--- config.mk ---
export PLATFORM = sky130hd
export DESIGN_NAME = strxc_channel
export DESIGN_NICKNAME = d
export VERILOG_FILES = /design/src/rtl/strxc_pkg.sv /design/src/rtl/strxc_stream_if.sv /design/src/rtl/strxc_channel.sv /design/src/rtl/strxc_fifo.sv
export SDC_FILE = /design/constraint.sdc
export NUM_CORES = 1
export LEC_CHECK = 0
export BUFFER_PORTS_ARGS = -buffer_cell sky130_fd_sc_hd__buf_4
export CORE_ASPECT_RATIO = 0.75
export CORE_MARGIN = 4
export CORE_UTILIZATION = 40
export CTS_CLUSTER_DIAMETER = 120
export DETAILED_ROUTE_END_ITERATION = 6
export PLACE_DENSITY = 0.6
export SLEW_MARGIN = 5
export SYNTH_ARGS = -nofsm -noshare
export SYNTH_HDL_FRONTEND = slang
export SYNTH_SLANG_ARGS = --single-unit
--- constraint.sdc ---
create_clock -name clk -period 3.32 [get_ports clk]
set_input_delay 0 -clock clk [delete_from_list [all_inputs] [get_ports clk]]
set_output_delay 0 -clock clk [all_outputs]
set_load 0.01 [all_outputs]
--- src/rtl/strxc_pkg.sv ---
package strxc_pkg;
    // ------------------------------------------------------------
    // Register map (word offsets as byte addresses)
    // ------------------------------------------------------------
    localparam logic [4:0]  ADDR_CTRL      = 5'h00;
    localparam logic [4:0]  ADDR_STATUS    = 5'h04;
    localparam logic [4:0]  ADDR_TXDATA    = 5'h08;
    localparam logic [4:0]  ADDR_PPM       = 5'h0c;
    localparam logic [4:0]  ADDR_FREQ      = 5'h10;
    localparam logic [31:0] UNMAPPED_VALUE = 32'hdeadbeef;

    // ------------------------------------------------------------
    // Control field positions
    // ------------------------------------------------------------
    localparam int CTRL_PIPE_BIT    = 0;
    localparam int CTRL_IDLE_BIT    = 1;
    localparam int CTRL_DETECT_BIT  = 2;
    localparam int CTRL_USED_BIT    = 3;
    localparam int CTRL_REFLOCK_BIT = 4;
    localparam int CTRL_DATALOCK_BIT = 5;
    localparam int CTRL_WIDTH_LSB   = 8;
    localparam int CTRL_MULT_LSB    = 12;

    // ------------------------------------------------------------
    // Reset values and timing
    // ------------------------------------------------------------
    localparam logic [31:0] CTRL_RESET      = 32'h0000_0000;
    localparam logic [15:0] PPM_RESET       = 16'h0010;
    localparam int          CLK_MHZ         = 25;
    localparam int          DETECT_PULSE_NS = 400;
    localparam int          DETECT_CYCLES   = (DETECT_PULSE_NS * CLK_MHZ + 999) / 1000;
    localparam int          FIFO_DEPTH      = 8;

    // Word widths and lock modes
    typedef enum logic [1:0] {W8, W10, W16, W20} strxc_width_type;
    typedef enum logic [1:0] {LOCK_AUTO, LOCK_REF, LOCK_DATA} strxc_lock_type;

    // Serial word length for a width code
    function automatic logic [4:0] strxc_word_len(input logic [1:0] code);
        case (code)
            2'h0:    strxc_word_len = 5'd8;
            2'h1:    strxc_word_len = 5'd10;
            2'h2:    strxc_word_len = 5'd16;
            default: strxc_word_len = 5'd20;
        endcase
    endfunction

    // Supported multiplication factors 1,4,5,8,10,16,20,25 by code
    function automatic logic [4:0] strxc_mult(input logic [2:0] code);
        case (code)
            3'h0:    strxc_mult = 5'd1;
            3'h1:    strxc_mult = 5'd4;
            3'h2:    strxc_mult = 5'd5;
            3'h3:    strxc_mult = 5'd8;
            3'h4:    strxc_mult = 5'd10;
            3'h5:    strxc_mult = 5'd16;
            3'h6:    strxc_mult = 5'd20;
            default: strxc_mult = 5'd25;
        endcase
    endfunction
endpackage

--- src/rtl/strxc_stream_if.sv ---
interface strxc_stream_if #(parameter int WIDTH = 20);
    logic             valid;
    logic             ready;
    logic [WIDTH-1:0] data;
    modport src (output valid, output data, input ready);
    modport dst (input valid, input data, output ready);
endinterface

--- src/rtl/strxc_channel.sv ---
// The implementer's own choices: the register offsets and register access over Avalon-MM.
module strxc_channel
    import strxc_pkg::*;
#(
    parameter int WIDTH = 20,
    parameter int DEPTH = FIFO_DEPTH
) (
    input  wire logic        clk,
    input  wire logic        reset_n,
    input  wire logic [4:0]  avs_address,
    input  wire logic        avs_read,
    input  wire logic        avs_write,
    input  wire logic [31:0] avs_writedata,
    output logic [31:0]      avs_readdata,
    output logic             avs_waitrequest,
    input  wire logic        pll_locked_ref,
    input  wire logic        reflection_seen,
    output logic             tx_serial,
    output logic             tx_elec_idle,
    output logic             detect_pulse,
    output logic             rx_pll_powerdown,
    output logic             clock_recovery_unit_powerdown,
    output logic             data_locked,
    output logic             ref_locked,
    output logic [2:0]       pll_mult_sel
);
    // ------------------------------------------------------------
    // Registers
    // ------------------------------------------------------------
    logic [31:0] ctrl_r;
    logic [15:0] ppm_thr_r;
    logic [15:0] freq_err_r;
    logic        ack_r;
    logic        present_r;
    logic        det_done_r;
    logic [1:0]  ref_sync_r;
    logic [1:0]  refl_sync_r;

    // Control decode
    wire       pipe_mode   = ctrl_r[CTRL_PIPE_BIT];
    wire       force_idle  = ctrl_r[CTRL_IDLE_BIT];
    wire       detect_req  = ctrl_r[CTRL_DETECT_BIT];
    wire       chan_used   = ctrl_r[CTRL_USED_BIT];
    wire       force_ref   = ctrl_r[CTRL_REFLOCK_BIT];
    wire       force_data  = ctrl_r[CTRL_DATALOCK_BIT];
    wire [1:0] width_code  = ctrl_r[CTRL_WIDTH_LSB +: 2];
    wire [2:0] mult_code   = ctrl_r[CTRL_MULT_LSB +: 3];
    wire [4:0] word_len    = strxc_word_len(width_code);

    // Lock mode selection, data override has priority
    wire strxc_lock_type lock_mode = force_data ? LOCK_DATA :
                                     (force_ref ? LOCK_REF : LOCK_AUTO);

    // ------------------------------------------------------------
    // Avalon-MM slave: one wait state on every access except a data write to a full FIFO, which waits until the FIFO has room
    // ------------------------------------------------------------
    wire access   = (avs_read || avs_write) && !ack_r;
    wire wr_ctrl  = avs_write && ack_r && (avs_address == ADDR_CTRL);
    wire wr_data  = avs_write && ack_r && (avs_address == ADDR_TXDATA);
    wire wr_ppm   = avs_write && ack_r && (avs_address == ADDR_PPM);
    wire wr_freq  = avs_write && ack_r && (avs_address == ADDR_FREQ);

    // FIFO between the bus and the serializer
    strxc_stream_if #(.WIDTH(WIDTH)) fill_s ();
    strxc_stream_if #(.WIDTH(WIDTH)) drain_s ();

    // Writes to a full FIFO stall the bus rather than drop words
    wire data_stall = (avs_address == ADDR_TXDATA) && avs_write && !fill_s.ready;
    assign fill_s.valid = wr_data;
    assign fill_s.data  = avs_writedata[WIDTH-1:0];

    strxc_fifo #(.WIDTH(WIDTH), .DEPTH(DEPTH)) u_fifo (
        .clk     (clk),
        .reset_n (reset_n),
        .in_s    (fill_s),
        .out_s   (drain_s)
    );

    // ------------------------------------------------------------
    // Status word
    // ------------------------------------------------------------
    logic        state_data;
    wire [31:0] status_word = {24'h0, present_r, det_done_r, !drain_s.valid, !fill_s.ready,
                               tx_elec_idle, ref_locked, data_locked, state_data};

    wire [31:0] rd_mux = (avs_address == ADDR_CTRL)   ? ctrl_r :
                         (avs_address == ADDR_STATUS) ? status_word :
                         (avs_address == ADDR_PPM)    ? {16'h0, ppm_thr_r} :
                         (avs_address == ADDR_FREQ)   ? {16'h0, freq_err_r} :
                         (avs_address == ADDR_TXDATA) ? 32'h0 : UNMAPPED_VALUE;

    // Handshake: request seen, answer next edge
    always_ff @(posedge clk or negedge reset_n) begin
        if (!reset_n) begin
            ack_r           <= 1'b0;
            avs_waitrequest <= 1'b1;
            avs_readdata    <= '0;
        end else begin
            ack_r           <= access && !data_stall;
            avs_waitrequest <= !(access && !data_stall);
            if (avs_read && !ack_r) begin
                avs_readdata <= rd_mux;
            end
        end
    end

    // Software registers
    always_ff @(posedge clk or negedge reset_n) begin
        if (!reset_n) begin
            ctrl_r     <= CTRL_RESET;
            ppm_thr_r  <= PPM_RESET;
            freq_err_r <= '1;
        end else begin
            if (wr_ctrl) ctrl_r <= avs_writedata;
            if (wr_ppm)  ppm_thr_r <= avs_writedata[15:0];
            if (wr_freq) freq_err_r <= avs_writedata[15:0];
            if (det_done_r && detect_req && !detect_pulse) ctrl_r[CTRL_DETECT_BIT] <= wr_ctrl ?
                avs_writedata[CTRL_DETECT_BIT] : 1'b0;
        end
    end

    // ------------------------------------------------------------
    // Pin synchronisers
    // ------------------------------------------------------------
    always_ff @(posedge clk or negedge reset_n) begin
        if (!reset_n) begin
            ref_sync_r  <= '0;
            refl_sync_r <= '0;
        end else begin
            ref_sync_r  <= {ref_sync_r[0], pll_locked_ref};
            refl_sync_r <= {refl_sync_r[0], reflection_seen};
        end
    end

    // ------------------------------------------------------------
    // Clock recovery lock state
    // ------------------------------------------------------------
    wire in_ppm = (freq_err_r <= ppm_thr_r);
    wire data_nxt = !chan_used ? 1'b0 :
                    (lock_mode == LOCK_DATA) ? 1'b1 :
                    (lock_mode == LOCK_REF)  ? 1'b0 :
                    (state_data ? in_ppm : (ref_sync_r[1] && in_ppm));

    always_ff @(posedge clk or negedge reset_n) begin
        if (!reset_n) begin
            state_data                    <= 1'b0;
            data_locked                   <= 1'b0;
            ref_locked                    <= 1'b0;
            rx_pll_powerdown              <= 1'b1;
            clock_recovery_unit_powerdown <= 1'b1;
            pll_mult_sel                  <= '0;
        end else begin
            state_data                    <= data_nxt;
            data_locked                   <= data_nxt;
            ref_locked                    <= chan_used && !data_nxt && ref_sync_r[1];
            rx_pll_powerdown              <= !chan_used;
            clock_recovery_unit_powerdown <= !chan_used;
            pll_mult_sel                  <= mult_code;
        end
    end

    // ------------------------------------------------------------
    // Receiver detect sequencer
    // ------------------------------------------------------------
    typedef enum logic [1:0] {DET_IDLE, DET_PULSE, DET_DONE} strxc_det_type;
    strxc_det_type det_r;
    logic [7:0]    det_cnt_r;
    wire           det_start = detect_req && pipe_mode && !det_done_r;

    always_ff @(posedge clk or negedge reset_n) begin
        if (!reset_n) begin
            det_r        <= DET_IDLE;
            det_cnt_r    <= '0;
            detect_pulse <= 1'b0;
            det_done_r   <= 1'b0;
            present_r    <= 1'b0;
        end else begin
            case (det_r)
                DET_IDLE: begin
                    // Done flag stands for software until a new request is written
                    if (wr_ctrl && avs_writedata[CTRL_DETECT_BIT]) det_done_r <= 1'b0;
                    if (det_start) begin
                        det_r        <= DET_PULSE;
                        det_cnt_r    <= 8'(DETECT_CYCLES - 1);
                        detect_pulse <= 1'b1;
                    end
                end
                DET_PULSE: begin
                    if (det_cnt_r == '0) begin
                        detect_pulse <= 1'b0;
                        present_r    <= refl_sync_r[1];
                        det_r        <= DET_DONE;
                    end else begin
                        det_cnt_r <= det_cnt_r - 1'b1;
                    end
                end
                DET_DONE: begin
                    det_done_r <= 1'b1;
                    det_r      <= DET_IDLE;
                end
                default: det_r <= DET_IDLE;
            endcase
        end
    end

    // ------------------------------------------------------------
    // Serializer, LSB first
    // ------------------------------------------------------------
    logic [WIDTH-1:0] shift_r;
    logic [4:0]       bits_left_r;
    wire  idle_now = pipe_mode && (force_idle || det_r != DET_IDLE || det_start);
    wire  load     = (bits_left_r <= 5'd1) && drain_s.valid && !idle_now;
    assign drain_s.ready = load;

    always_ff @(posedge clk or negedge reset_n) begin
        if (!reset_n) begin
            shift_r      <= '0;
            bits_left_r  <= '0;
            tx_serial    <= 1'b0;
            tx_elec_idle <= 1'b1;
        end else begin
            tx_elec_idle <= idle_now || (bits_left_r <= 5'd1 && !drain_s.valid);
            if (load) begin
                tx_serial   <= drain_s.data[0];
                shift_r     <= drain_s.data >> 1;
                bits_left_r <= word_len;
            end else if (bits_left_r > 5'd1 && !idle_now) begin
                tx_serial   <= shift_r[0];
                shift_r     <= shift_r >> 1;
                bits_left_r <= bits_left_r - 1'b1;
            end else begin
                tx_serial <= 1'b0;
                if (!idle_now) bits_left_r <= '0;
            end
        end
    end

    // ------------------------------------------------------------
    // Checks
    // ------------------------------------------------------------
    chk_lock_priority: assert property (@(posedge clk) disable iff (!reset_n)
        chan_used && force_data && $stable(ctrl_r) |=> data_locked) else $error("data override ignored");
    chk_ref_override: assert property (@(posedge clk) disable iff (!reset_n)
        chan_used && !force_data && force_ref |=> !data_locked) else $error("ref override ignored");
    chk_auto_ppm: assert property (@(posedge clk) disable iff (!reset_n)
        !force_data && !force_ref && !in_ppm |=> !data_locked) else $error("data lock outside ppm");
    chk_idle_pipe: assert property (@(posedge clk) disable iff (!reset_n)
        pipe_mode && force_idle |=> tx_elec_idle) else $error("force idle not honoured");
    chk_detect_idle: assert property (@(posedge clk) disable iff (!reset_n)
        detect_pulse |-> tx_elec_idle && pipe_mode) else $error("detect without idle");
    chk_powerdown: assert property (@(posedge clk) disable iff (!reset_n)
        !chan_used ##1 !chan_used |-> rx_pll_powerdown && clock_recovery_unit_powerdown)
        else $error("unused channel powered");
    chk_data_flag: assert property (@(posedge clk) disable iff (!reset_n)
        data_locked == state_data) else $error("data lock flag mismatch");
    chk_ref_flag: assert property (@(posedge clk) disable iff (!reset_n)
        ref_locked |-> !data_locked && $past(ref_sync_r[1])) else $error("ref lock without pll");
    chk_serial_lsb: assert property (@(posedge clk) disable iff (!reset_n)
        load |=> tx_serial == $past(drain_s.data[0])) else $error("first bit not lsb");
    chk_mult_static: assert property (@(posedge clk) disable iff (!reset_n)
        $stable(mult_code) |=> pll_mult_sel == $past(mult_code)) else $error("mult select wrong");
endmodule

--- src/rtl/strxc_fifo.sv ---
module strxc_fifo
    import strxc_pkg::*;
#(
    parameter int WIDTH = 20,
    parameter int DEPTH = 8
) (
    input  wire logic   clk,
    input  wire logic   reset_n,
    strxc_stream_if.dst in_s,
    strxc_stream_if.src out_s
);
    localparam int AW = $clog2(DEPTH);

    logic [WIDTH-1:0] mem_r [DEPTH];
    logic [AW-1:0]    wr_ptr_r;
    logic [AW-1:0]    rd_ptr_r;
    logic [AW:0]      count_r;

    // ------------------------------------------------------------
    // Handshake decode
    // ------------------------------------------------------------
    wire push = in_s.valid && in_s.ready;
    wire pop  = out_s.valid && out_s.ready;

    assign in_s.ready  = (count_r != (AW+1)'(DEPTH));
    assign out_s.valid = (count_r != '0);
    assign out_s.data  = mem_r[rd_ptr_r];

    // Storage, no reset needed on data
    always_ff @(posedge clk) begin
        if (push) begin
            mem_r[wr_ptr_r] <= in_s.data;
        end
    end

    // Pointers wrap at the depth, which may not be a power of two
    always_ff @(posedge clk or negedge reset_n) begin
        if (!reset_n) begin
            wr_ptr_r <= '0;
            rd_ptr_r <= '0;
            count_r  <= '0;
        end else begin
            if (push) begin
                wr_ptr_r <= (wr_ptr_r == AW'(DEPTH-1)) ? '0 : wr_ptr_r + 1'b1;
            end
            if (pop) begin
                rd_ptr_r <= (rd_ptr_r == AW'(DEPTH-1)) ? '0 : rd_ptr_r + 1'b1;
            end
            count_r <= count_r + (AW+1)'(push) - (AW+1)'(pop);
        end
    end

    chk_no_overflow: assert property (@(posedge clk) disable iff (!reset_n)
        count_r <= (AW+1)'(DEPTH)) else $error("fifo count above depth");
endmodule

==> results by group, run 1 <==
Routing
  – WL per Instance: 20.1 um
  – DRT iter0 DRCs: 676
  – Via count: 8168
  – Antenna Nets Post-Route: 0
  – WL final: 31000 um
  – Residual DRC count: 0
  – 1st-pass router iterations: 5
  – Routed vias/inst: 5.29

Worst setup path
  – Crit path capture: u_fifo.count_r[2]
  – Critical path origin: det_r[0]
  – Critical Path Sink Type: register
  – Crit-path most repeated cell: inv_1
  – Slowest-stage cell, CP: dfrtp_1
  – Reg2reg setup slack: 880 ps
  – Reg2Reg Depth: 10
  – CP bufs+invs: 4
  – Worst setup SP type: register
  – Levels on crit path: 10
  – Critical path peak fanout: 27
  – FF-to-FF Start: det_r[0]
  – CP Cell Sequence: o41ai_4 > buf_4 > nand3_2 > inv_1 > ha_1 > inv_1 > ha_1 > inv_1 > fa_1 > xnor2_1
  – CP required: 3770 ps
  – Crit-path max cell delay: 460 ps
  – CP delay by family, top: adder cells
  – Crit Path Category: reg -> reg
  – WP data arrival: 2900 ps
  – FF-to-FF End: u_fifo.count_r[2]

Cells and area
  – Fill cell count: 2786
  – Nets: 1153
  – Area delta synth->final: 20.2%
  – Storage cell area: 8760 um^2
  – Multi-input gate area: 4200 um^2
  – Layout cells sized above 1: 0.258
  – Inserted Diodes: 0

Yosys
  – Syn nets: 1012
  – Avg Cell Area, Syn: 14.3 um^2
  – Yosys reg bits: 317
  – Synth cell count leaders: edfxtp_1, dfrtp_1, nand2_1
  – Dominant cell type by area after synthesis: edfxtp_1
  – Post-synthesis cell type count: 70
  – Synth async-reset ratio: 0.495
  – EDFF count, synth: 160
  – Register area share after synthesis: 0.654
  – Ys flop type: edfxtp_1
  – Area contributors post-synth: edfxtp_1, dfrtp_1, mux4_2
  – Most frequent cell after synthesis: edfxtp_1
  – Post-synth top area share: 0.359
  – Yosys warns: 0
  – Post-Syn Instances: 938
  – Cell Area, Synth: 13400 um^2

Die
  – Row cnt: 57
  – Height of the chip: 166 um
  – Initial core utilization: 0.409
  – DIE WIDTH: 219 um
  – Io pins: 86
  – Core area: 32700 um^2
  – Total Die Area: 36500 um^2

Clocking
  – Latest clock arrival within the worst-skew pair: 570 ps
  – CTS Hold Buffers Added: 45
  – # clock sinks: 317
  – Clock Path Buffers: 3
  – Post-CTS setup repair buffer count: 0
  – CTS buffer count: 30
  – Post_cts resized: 0
  – Clk pin slew, worst setup/hold paths: 60 ps
  – CTS tree: yes
  – Root Buffer: clkbuf_16
  – Htree depth: 1

Placed design
  – Port bufs: 85
  – Gpl congestion: 0.809
  – Final HPWL DP: 19800 um
  – Post-place setup slack: 874 ps

GRT
  – Remaining Overflow, GRT: 0
  – First-pass GRT wire length: 48500 um
  – Largest net degree at the start of global routing: 73
  – Vias in the first global route: 8164
  – Gr usage total: 0.169
  – Initial antenna violation count: 0

STA
  – Tmin final: 2440 ps
  – Final setup vio count: 0
  – Setup TNS: 0 ps
  – Worst Max-Slew Pin Slew: 881 ps
  – Clk_skew: 11.6 ps
  – RSZ-0062 raised after global routing: no
  – Max Fclk: 409 MHz
  – Max Slew Vio Count: 0
  – Tcrit/Tclk final: 0.736
  – Final Hold Fails: 0
  – Post-route setup slack: 878 ps
  – Hold slack: 90.4 ps
  – Slew HR: 0.412

Status
  – Status: complete, no violations

Pwr
  – Peak VDD IR: 0.000387 V
  – Static leakage: 6.41 nW
  – Pwr Density: 668 nW/um^2

Hold path
  – Worst hold stages: 2
  – Worst hold path class: in -> reg

Job
  – Maxcap violations: 0
## state kept, by name, summed over array words and instances, names as in the netlist, 4 cells and up
| register | cells |
|---|---|
| freq_err_r | 16 |
| det_cnt_r | 8 |
| shift_r | 19 |
| avs_readdata | 32 |
| u_fifo.count_r | 4 |
| ctrl_r | 32 |
| bits_left_r | 5 |
| u_fifo.mem_r | 160 |
| ppm_thr_r | 16 |
## report_power, final
part / total (mW) / switching (mW) / leakage (nW) / internal, mW
Sequential: 4.90 / 0.365 / 3.32 / 4.53
Clock: 3.51 / 1.48 / 0.498 / 2.03
Combinational: 2.36 / 1.16 / 2.59 / 1.20
Total: 10.8 / 3.00 / 6.41 / 7.76
## per-layer routing
layer / wire, um / global-route usage
met1: 15600 / 0.275
met2: 13200 / 0.240
met3: 1790 / 0.0322
met4: 387 / 0.0261
met5: 0 / 0
## cell usage in the layout (no fill, tap or decap), drive strengths merged, types with 18 or more instances in the layout
cell type    instances
a21oi               44
buf                115
clkbuf              41
dfrtp              137
dfstp               20
dlygate4sd3         44
edfxtp             160
ha                  30
inv                 64
mux2                54
mux2i               22
mux4                40
nand2               65
nand3               23
nor2                45
o21ai               51
o221ai              18
## worst register-to-register path: cells and delay by family (launching register included)
family / cells / cell delay, ps
xor+xnor: 1 / 130
compound gates: 1 / 340
fa+ha+maj: 3 / 750
flops: 1 / 460
buf+inv: 4 / 530
simple gates: 1 / 120
## kinds of logic after synthesis
kind of cell               share of synthesized area
buffers and inverters                         0.0345
xor gates and xnor gates                     0.00131
adders and majority gates                     0.0295
DFF                                            0.654
muxes                                          0.129
and+or+nand+nor                               0.0674
AOI/OAI and AO/OA                             0.0844
## stage by stage
stage	util	std cells	total power, mW	instance area, um^2
global placement	0.447	1444	7.27	14600
global route	0.492	1545	11.3	16100
CTS	0.492	1545	10.9	16100
floorplan	-	938	6.52	13400
finish	0.492	1545	10.8	16100
detailed placement	0.447	1444	7.30	14600
## worst min-delay path by stage
stage	startpoint	to	slack [ps]
after floorplan	reset_n	ack_r	-300
after global placement	reset_n	det_cnt_r[3]	-50
after detailed placement	reset_n	det_cnt_r[3]	-50
after CTS	reflection_seen	refl_sync_r[0]	60
after global routing	reflection_seen	refl_sync_r[0]	80
final	reflection_seen	refl_sync_r[0]	90
## area by class of cell
cell class,instances,area share
Clock inverter,15,0.00925
Sequential cell,317,0.544
Clock buffer,41,0.0530
Multi-Input combinational cell,507,0.261
Timing Repair Buffer,159,0.0835
Tap cell,442,0.0343
Inverter,64,0.0149
(Power assumes the default switching activity.)
==> run 2: changes to the inputs <==
--- a/config.mk
+++ b/config.mk
@@ -11,7 +11,7 @@
 export CORE_UTILIZATION = 40
 export CTS_CLUSTER_DIAMETER = 120
 export DETAILED_ROUTE_END_ITERATION = 6
-export PLACE_DENSITY = 0.6
+export PLACE_DENSITY = 0.57
 export SLEW_MARGIN = 5
 export SYNTH_ARGS = -nofsm -noshare
 export SYNTH_HDL_FRONTEND = slang
==> constraint.sdc (replaced) <==
create_clock -name clk -period 2.35 [get_ports clk]
set_input_delay 0 -clock clk [delete_from_list [all_inputs] [get_ports clk]]
set_output_delay 0 -clock clk [all_outputs]
set_load 0.01 [all_outputs]
==> run 2 against run 1 <==
Compared with the run above:
- non-clock buffer count up 21
- clock power up 46%
- die area unchanged
- first-iteration DRC count down 11%
- critical endpoint unchanged
- highest routed layer unchanged
==> results by group, run 2 (same netlist as run 1, synthesis figures left out) <==
Worst setup path
  – Crit-path most repeated cell: inv_1 (unchanged)
  – CP bufs+invs: 4 (unchanged)
  – Slowest-stage cell, CP: or3b_4 (was dfrtp_1)
  – CP delay by family, top: adder cells (unchanged)
  – Critical Path Sink Type: register (unchanged)
  – Crit-path max cell delay: 390 ps (was 460 ps)
  – Worst setup SP type: register (unchanged)
  – Crit Path Category: reg -> reg (unchanged)
  – CP Cell Sequence: inv_2 > ha_1 > or3b_4 > nand3_4 > inv_1 > ha_2 > inv_1 > ha_2 > inv_1 > fa_1 > xnor2_1 (was o41ai_4 > buf_4 > nand3_2 > inv_1 > ha_1 > inv_1 > ha_1 > inv_1 > fa_1 > xnor2_1)
  – CP required: 2800 ps (was 3770 ps)
  – Critical path peak fanout: 2 (was 27)
  – WP data arrival: 2680 ps (was 2900 ps)

STA
  – Tmin final: 2230 ps (was 2440 ps)
  – Clk_skew: 17.1 ps (was 11.6 ps)
  – RSZ-0062 raised after global routing: no (unchanged)
  – Final Hold Fails: 0 (unchanged)
  – Worst Max-Slew Pin Slew: 863 ps (was 881 ps)
  – Setup TNS: 0 ps (unchanged)
  – Post-route setup slack: 123 ps (was 878 ps)
  – Max Fclk: 449 MHz (was 409 MHz)
  – Slew HR: 0.425 (was 0.412)
  – Hold slack: 39.1 ps (was 90.4 ps)
  – Final setup vio count: 0 (unchanged)
  – Tcrit/Tclk final: 0.948 (was 0.736)
  – Max Slew Vio Count: 0 (unchanged)

Placed design
  – Dpl cell area: 14900 um^2 (was 14600 um^2)
  – Port bufs: 85 (unchanged)
  – Post-place setup slack: -8.21 ps (was 874 ps)
  – Gpl congestion: 0.808 (was 0.809)
  – Final HPWL DP: 20900 um (was 19800 um)

Clocking
  – Latest clock arrival within the worst-skew pair: 570 ps (about the same)
  – Clk pin slew, worst setup/hold paths: 70 ps (was 60 ps)
  – # clock sinks: 317 (unchanged)
  – CTS tree: yes (unchanged)
  – Root Buffer: clkbuf_16 (unchanged)
  – Clock Path Buffers: 3 (unchanged)
  – Htree depth: 1 (unchanged)
  – CTS buffer count: 31 (was 30)

Routing
  – WL final: 31400 um (was 31000 um)
  – 1st-pass router iterations: 5 (unchanged)
  – WL per Instance: 20.0 um (was 20.1 um)
  – DRT iter0 DRCs: 599 (was 676)
  – Via count: 8237 (was 8168)
  – Antenna Nets Post-Route: 0 (unchanged)
  – Routed vias/inst: 5.25 (was 5.29)
  – Residual DRC count: 0 (unchanged)

Die
  – Total Die Area: 36500 um^2 (unchanged)
  – Core area: 32700 um^2 (unchanged)
  – Height of the chip: 166 um (unchanged)
  – Io pins: 86 (unchanged)
  – Row cnt: 57 (unchanged)
  – DIE WIDTH: 219 um (unchanged)
  – Initial core utilization: 0.409 (unchanged)

GRT
  – Gr usage total: 0.174 (was 0.169)
  – Remaining Overflow, GRT: 0 (unchanged)
  – Vias in the first global route: 8507 (was 8164)
  – Largest net degree at the start of global routing: 70 (was 73)
  – First-pass GRT wire length: 50000 um (was 48500 um)
  – Initial antenna violation count: 0 (unchanged)

Cells and area
  – Final Instance Area: 16400 um^2 (was 16100 um^2)
  – Top Registers: u_fifo.mem_r: 160 flops, avs_readdata: 32 flops, ctrl_r: 32 flops (unchanged)
  – Nets: 1175 (was 1153)
  – Largest register FFs: 160 (unchanged)
  – Most common cell after layout, fill and taps aside: edfxtp_1 (unchanged)
  – Inserted Diodes: 0 (unchanged)
  – Area delta synth->final: 22.8% (was 20.2%)
  – Most frequent cells in the layout: edfxtp_1, dfrtp_1, buf_4 (unchanged)
  – Layout cells sized above 1: 0.289 (was 0.258)
  – Largest reg by FF count: u_fifo.mem_r (unchanged)

Pwr
  – Static leakage: 6.57 nW (was 6.41 nW)
  – Overall Power: 15.6 mW (was 10.8 mW)
  – Pwr Density: 951 nW/um^2 (was 668 nW/um^2)
  – Peak VDD IR: 0.000489 V (was 0.000387 V)

Status
  – Status: complete, no violations (unchanged)

Hold path
  – Worst hold path class: in -> reg (unchanged)

Job
  – Maxcap violations: 0 (unchanged)
run 2: cell types whose count changed in the layout (fill, tap and decap cells not counted), moves of 3 or more:
| cell | before | now |
|---|---|---|
| nor3_4 | 0 | 3 |
| buf_4 | 111 | 128 |
| buf_12 | 3 | 8 |
| clkinv_2 | 7 | 11 |
| ha_2 | 0 | 3 |
| ha_1 | 30 | 27 |
| clkbuf_1 | 6 | 1 |
run 2: timing repair:
action	CTS	global route
resized for setup	1	6
pin swaps	0	3
setup endpoints to repair	2	54
endpoints found under the hold margin	384	0
hold buffers	43	0
buffers inserted	0	2
run 2: per-layer routing:
layer	wire length, um	part of all wire	GRT usage
met1	15900	0.51	0.276
met2	13500	0.43	0.251
met3	1520	0.048	0.0346
met4	531	0.017	0.0302
met5	0	0	0
run 2: layout make-up:
type	instances	area, um^2
well taps	442	553
fillers	2800	16300
repair buffers	180	1580
clock buffers	37	848
inverters	64	240
clock inverters	21	211
multi-input cells	507	4250
flip-flops and latches	317	8760
run 2: power breakdown:
| part | internal, mW | total, mW | switching [mW] |
|---|---|---|---|
| clock network | 3.01 | 5.13 | 2.12 |
| registers | 6.41 | 6.83 | 0.423 |
| logic | 1.81 | 3.68 | 1.86 |
| total | 11.2 | 15.6 | 4.41 |
run 2: worst paths after layout:
path,start,end,slack (ps),depth (start not counted)
max reg2reg,u_fifo.count_r[2],u_fifo.count_r[2],120,11
min reg2reg,ref_sync_r[0],ref_sync_r[1],360,0
min in group asynchronous,reset_n,freq_err_r[4],60,2
max in group asynchronous,reset_n,freq_err_r[12],1850,3
min,avs_read,avs_readdata[24],40,4
max,u_fifo.count_r[2],u_fifo.count_r[2],120,11
run 2: through the flow:
stage / std cells / utilization
2_1_floorplan: 938 / -
3_3_place_gp: 1465 / 0.455
3_5_place_dp: 1465 / 0.455
4_1_cts: 1566 / 0.501
5_1_grt: 1568 / 0.502
6_report: 1568 / 0.502
run 2: worst min-delay path, cell delays in order:
cell and delay, ps:
buf_4 90, nand2b_1 260, nand2_1 150, o21ai_0 60
==> run 3: changes to the inputs <==
--- a/config.mk
+++ b/config.mk
@@ -6,12 +6,14 @@
 export NUM_CORES = 1
 export LEC_CHECK = 0
 export BUFFER_PORTS_ARGS = -buffer_cell sky130_fd_sc_hd__buf_4
+export CELL_PAD_IN_SITES_DETAIL_PLACEMENT = 0
+export CELL_PAD_IN_SITES_GLOBAL_PLACEMENT = 1
 export CORE_ASPECT_RATIO = 0.75
 export CORE_MARGIN = 4
-export CORE_UTILIZATION = 40
+export CORE_UTILIZATION = 51
 export CTS_CLUSTER_DIAMETER = 120
 export DETAILED_ROUTE_END_ITERATION = 6
-export PLACE_DENSITY = 0.57
+export PLACE_DENSITY = 0.81
 export SLEW_MARGIN = 5
 export SYNTH_ARGS = -nofsm -noshare
 export SYNTH_HDL_FRONTEND = slang
==> run 3 against run 2 <==
Compared with the run above:
- first-iteration DRC count grew 12%
- die area shrank 21%
- sequential share of layout area grew 0.57 points
- non-clock buffer count shrank 2
- register-to-register slack lost 20 ps
- worst hold slack gained 30 ps
- combinational power is essentially flat
- global-route usage grew 4.0 points
- final cell count shrank 6.4%
- setup slack lost 24 ps
- critical path type unchanged
==> results by group, run 3 (same netlist as run 1, synthesis figures left out) <==
Status
  – Status: complete, no violations (unchanged)

STA
  – Max Slew Vio Count: 0 (unchanged)
  – Hold slack: 69.4 ps (was 39.1 ps)
  – Tmin final: 2250 ps (was 2230 ps)
  – Max Fclk: 444 MHz (was 449 MHz)
  – Tcrit/Tclk final: 0.958 (was 0.948)
  – Slew HR: 0.471 (was 0.425)
  – Worst Max-Slew Pin Slew: 790 ps (was 863 ps)
  – Final Hold Fails: 0 (unchanged)
  – Final setup vio count: 0 (unchanged)
  – Clk_skew: 16.9 ps (was 17.1 ps)
  – RSZ-0062 raised after global routing: yes (was no)

Worst setup path
  – WP data arrival: 2710 ps (was 2680 ps)
  – Crit Path Category: reg -> reg (unchanged)
  – Worst setup SP type: register (unchanged)
  – CP required: 2810 ps (was 2800 ps)
  – Reg2Reg Depth: 11 (unchanged)
  – Critical path peak fanout: 2 (unchanged)
  – Critical Path Sink Type: register (unchanged)

Pwr
  – Logic pwr share: 0.236 (was 0.235)
  – Switching Fraction: 0.284 (was 0.282)
  – Power Internal: 11.1 mW (was 11.2 mW)
  – Static leakage: 6.52 nW (was 6.57 nW)
  – Clock Power Share: 0.326 (was 0.328)
  – Overall Power: 15.5 mW (was 15.6 mW)
  – Net load switching power: 4.41 mW (about the same)
  – Sequential share of power: 0.438 (was 0.437)
  – Peak VDD IR: 0.000715 V (was 0.000489 V)
  – Pwr Density: 953 nW/um^2 (was 951 nW/um^2)

Placed design
  – Final HPWL DP: 20200 um (was 20900 um)
  – Port bufs: 85 (unchanged)
  – Dpl cell area: 14700 um^2 (was 14900 um^2)
  – Gpl congestion: 0.815 (was 0.808)

Job
  – Maxcap violations: 0 (unchanged)

Clocking
  – Htree depth: 1 (unchanged)
  – CTS tree: yes (unchanged)
  – Latest clock arrival within the worst-skew pair: 580 ps (was 570 ps)
  – Clk pin slew, worst setup/hold paths: 70 ps (about the same)
  – CTS buffer count: 31 (unchanged)
  – Root Buffer: clkbuf_16 (unchanged)
  – Clock Path Buffers: 3 (unchanged)
  – # clock sinks: 317 (unchanged)

GRT
  – Initial antenna violation count: 0 (unchanged)
  – Largest net degree at the start of global routing: 47 (was 70)
  – Gr usage total: 0.214 (was 0.174)
  – Remaining Overflow, GRT: 0 (unchanged)
  – Vias in the first global route: 8487 (was 8507)
  – First-pass GRT wire length: 49100 um (was 50000 um)

Die
  – Io pins: 86 (unchanged)
  – Total Die Area: 28900 um^2 (was 36500 um^2)
  – Row cnt: 51 (was 57)
  – Height of the chip: 148 um (was 166 um)
  – DIE WIDTH: 195 um (was 219 um)
  – Initial core utilization: 0.517 (was 0.409)
  – Core area: 25900 um^2 (was 32700 um^2)

Cells and area
  – Util after Layout: 0.628 (was 0.502)
  – Largest reg by FF count: u_fifo.mem_r (unchanged)
  – Top Registers: u_fifo.mem_r: 160 flops, avs_readdata: 32 flops, ctrl_r: 32 flops (unchanged)
  – Most common cell after layout, fill and taps aside: edfxtp_1 (unchanged)
  – Inserted Diodes: 0 (unchanged)
  – Most frequent cells in the layout: edfxtp_1, dfrtp_1, buf_4 (unchanged)
  – Final Instance Area: 16300 um^2 (was 16400 um^2)
  – Area delta synth->final: 21.5% (was 22.8%)
  – Layout cells sized above 1: 0.276 (was 0.289)
  – Nets: 1173 (was 1175)
  – Largest register FFs: 160 (unchanged)

Routing
  – DRT iter0 DRCs: 670 (was 599)
  – Antenna Nets Post-Route: 0 (unchanged)
  – Residual DRC count: 0 (unchanged)
  – WL per Instance: 20.9 um (was 20.0 um)
  – 1st-pass router iterations: 5 (unchanged)
  – WL final: 30600 um (was 31400 um)
  – Via count: 8294 (was 8237)
  – Routed vias/inst: 5.65 (was 5.25)

Hold path
  – Worst hold path class: in -> reg (unchanged)
  – Worst hold stages: 2 (was 4)
[run 3: cell types whose count changed in the layout (fill, tap and decap cells not counted), moves of 2 or more]
cell           delta
ha_2              -2
buf_4             -5
nor3_2            +3
dlygate4sd3_1     +3
clkinvlp_4        +3
clkinv_2          -7
clkbuf_8          -5
nor3_4            -3
clkbuf_1          +6
ha_1              +2
[run 3: metal layers]
layer,global-route usage,part of all wire
met5,0,0
met3,0.0469,0.057
met4,0.0349,0.013
met1,0.339,0.50
met2,0.314,0.44
[run 3: power groups by stage]
stage               Combinational, mW  Clock, mW  Sequential (mW)
floorplan                        2.44          0             6.81
global placement                 3.54          0             6.86
detailed placement               3.61          0             6.88
CTS                              3.71       5.17             6.78
global route                     4.07       5.43             6.85
finish                           3.66       5.05             6.79
[run 3: final cells by class]
class                      count  area, um^2
fill                        1970        9640
sequential                   317        8760
multi-input combinational    507        4220
timing repair buffer         178        1570
clock buffer                  38         802
tap                          344         430
clock inverter                20         240
inverter                      64         240
[run 3: repair_timing]
action / CTS / global route
hold buffers: 46 / 0
pin swaps: 0 / 2
setup buffers: 0 / 0
cloned: 0 / 0
hold endpoints to repair: 390 / 0
resized for setup: 1 / 2
setup endpoints to repair: 2 / 6
[run 3: path summary, 6_finish.rpt]
| check | slack, ps | to | start |
|---|---|---|---|
| max in group asynchronous | 1340 | ctrl_r[28] | reset_n |
| min | 70 | refl_sync_r[0] | reflection_seen |
| max reg2reg | 100 | u_fifo.count_r[2] | u_fifo.count_r[3] |
| min in group asynchronous | 390 | shift_r[13] | reset_n |
| max | 100 | u_fifo.count_r[2] | u_fifo.count_r[3] |
| min reg2reg | 350 | refl_sync_r[1] | refl_sync_r[0] |
[run 3: metrics by stage]
stage | std cells | setup TNS [ps] | setup WS (ps)
3_3_place_gp | 1364 | 0 | 23.2
5_1_grt | 1468 | -5.39 | -5.39
6_report | 1468 | 0 | 98.0
2_1_floorplan | 938 | -28350 | -204
4_1_cts | 1468 | 0 | 33.1
3_5_place_dp | 1364 | -13.4 | -13.4
[run 3: critical path, stage by stage (launching register included)]
cell	delay (ps)
dfrtp_1	390
inv_1	60
ha_1	120
or3b_4	390
nand3_4	90
inv_1	60
ha_2	260
inv_1	60
ha_1	150
inv_1	60
fa_1	380
xnor2_1	130
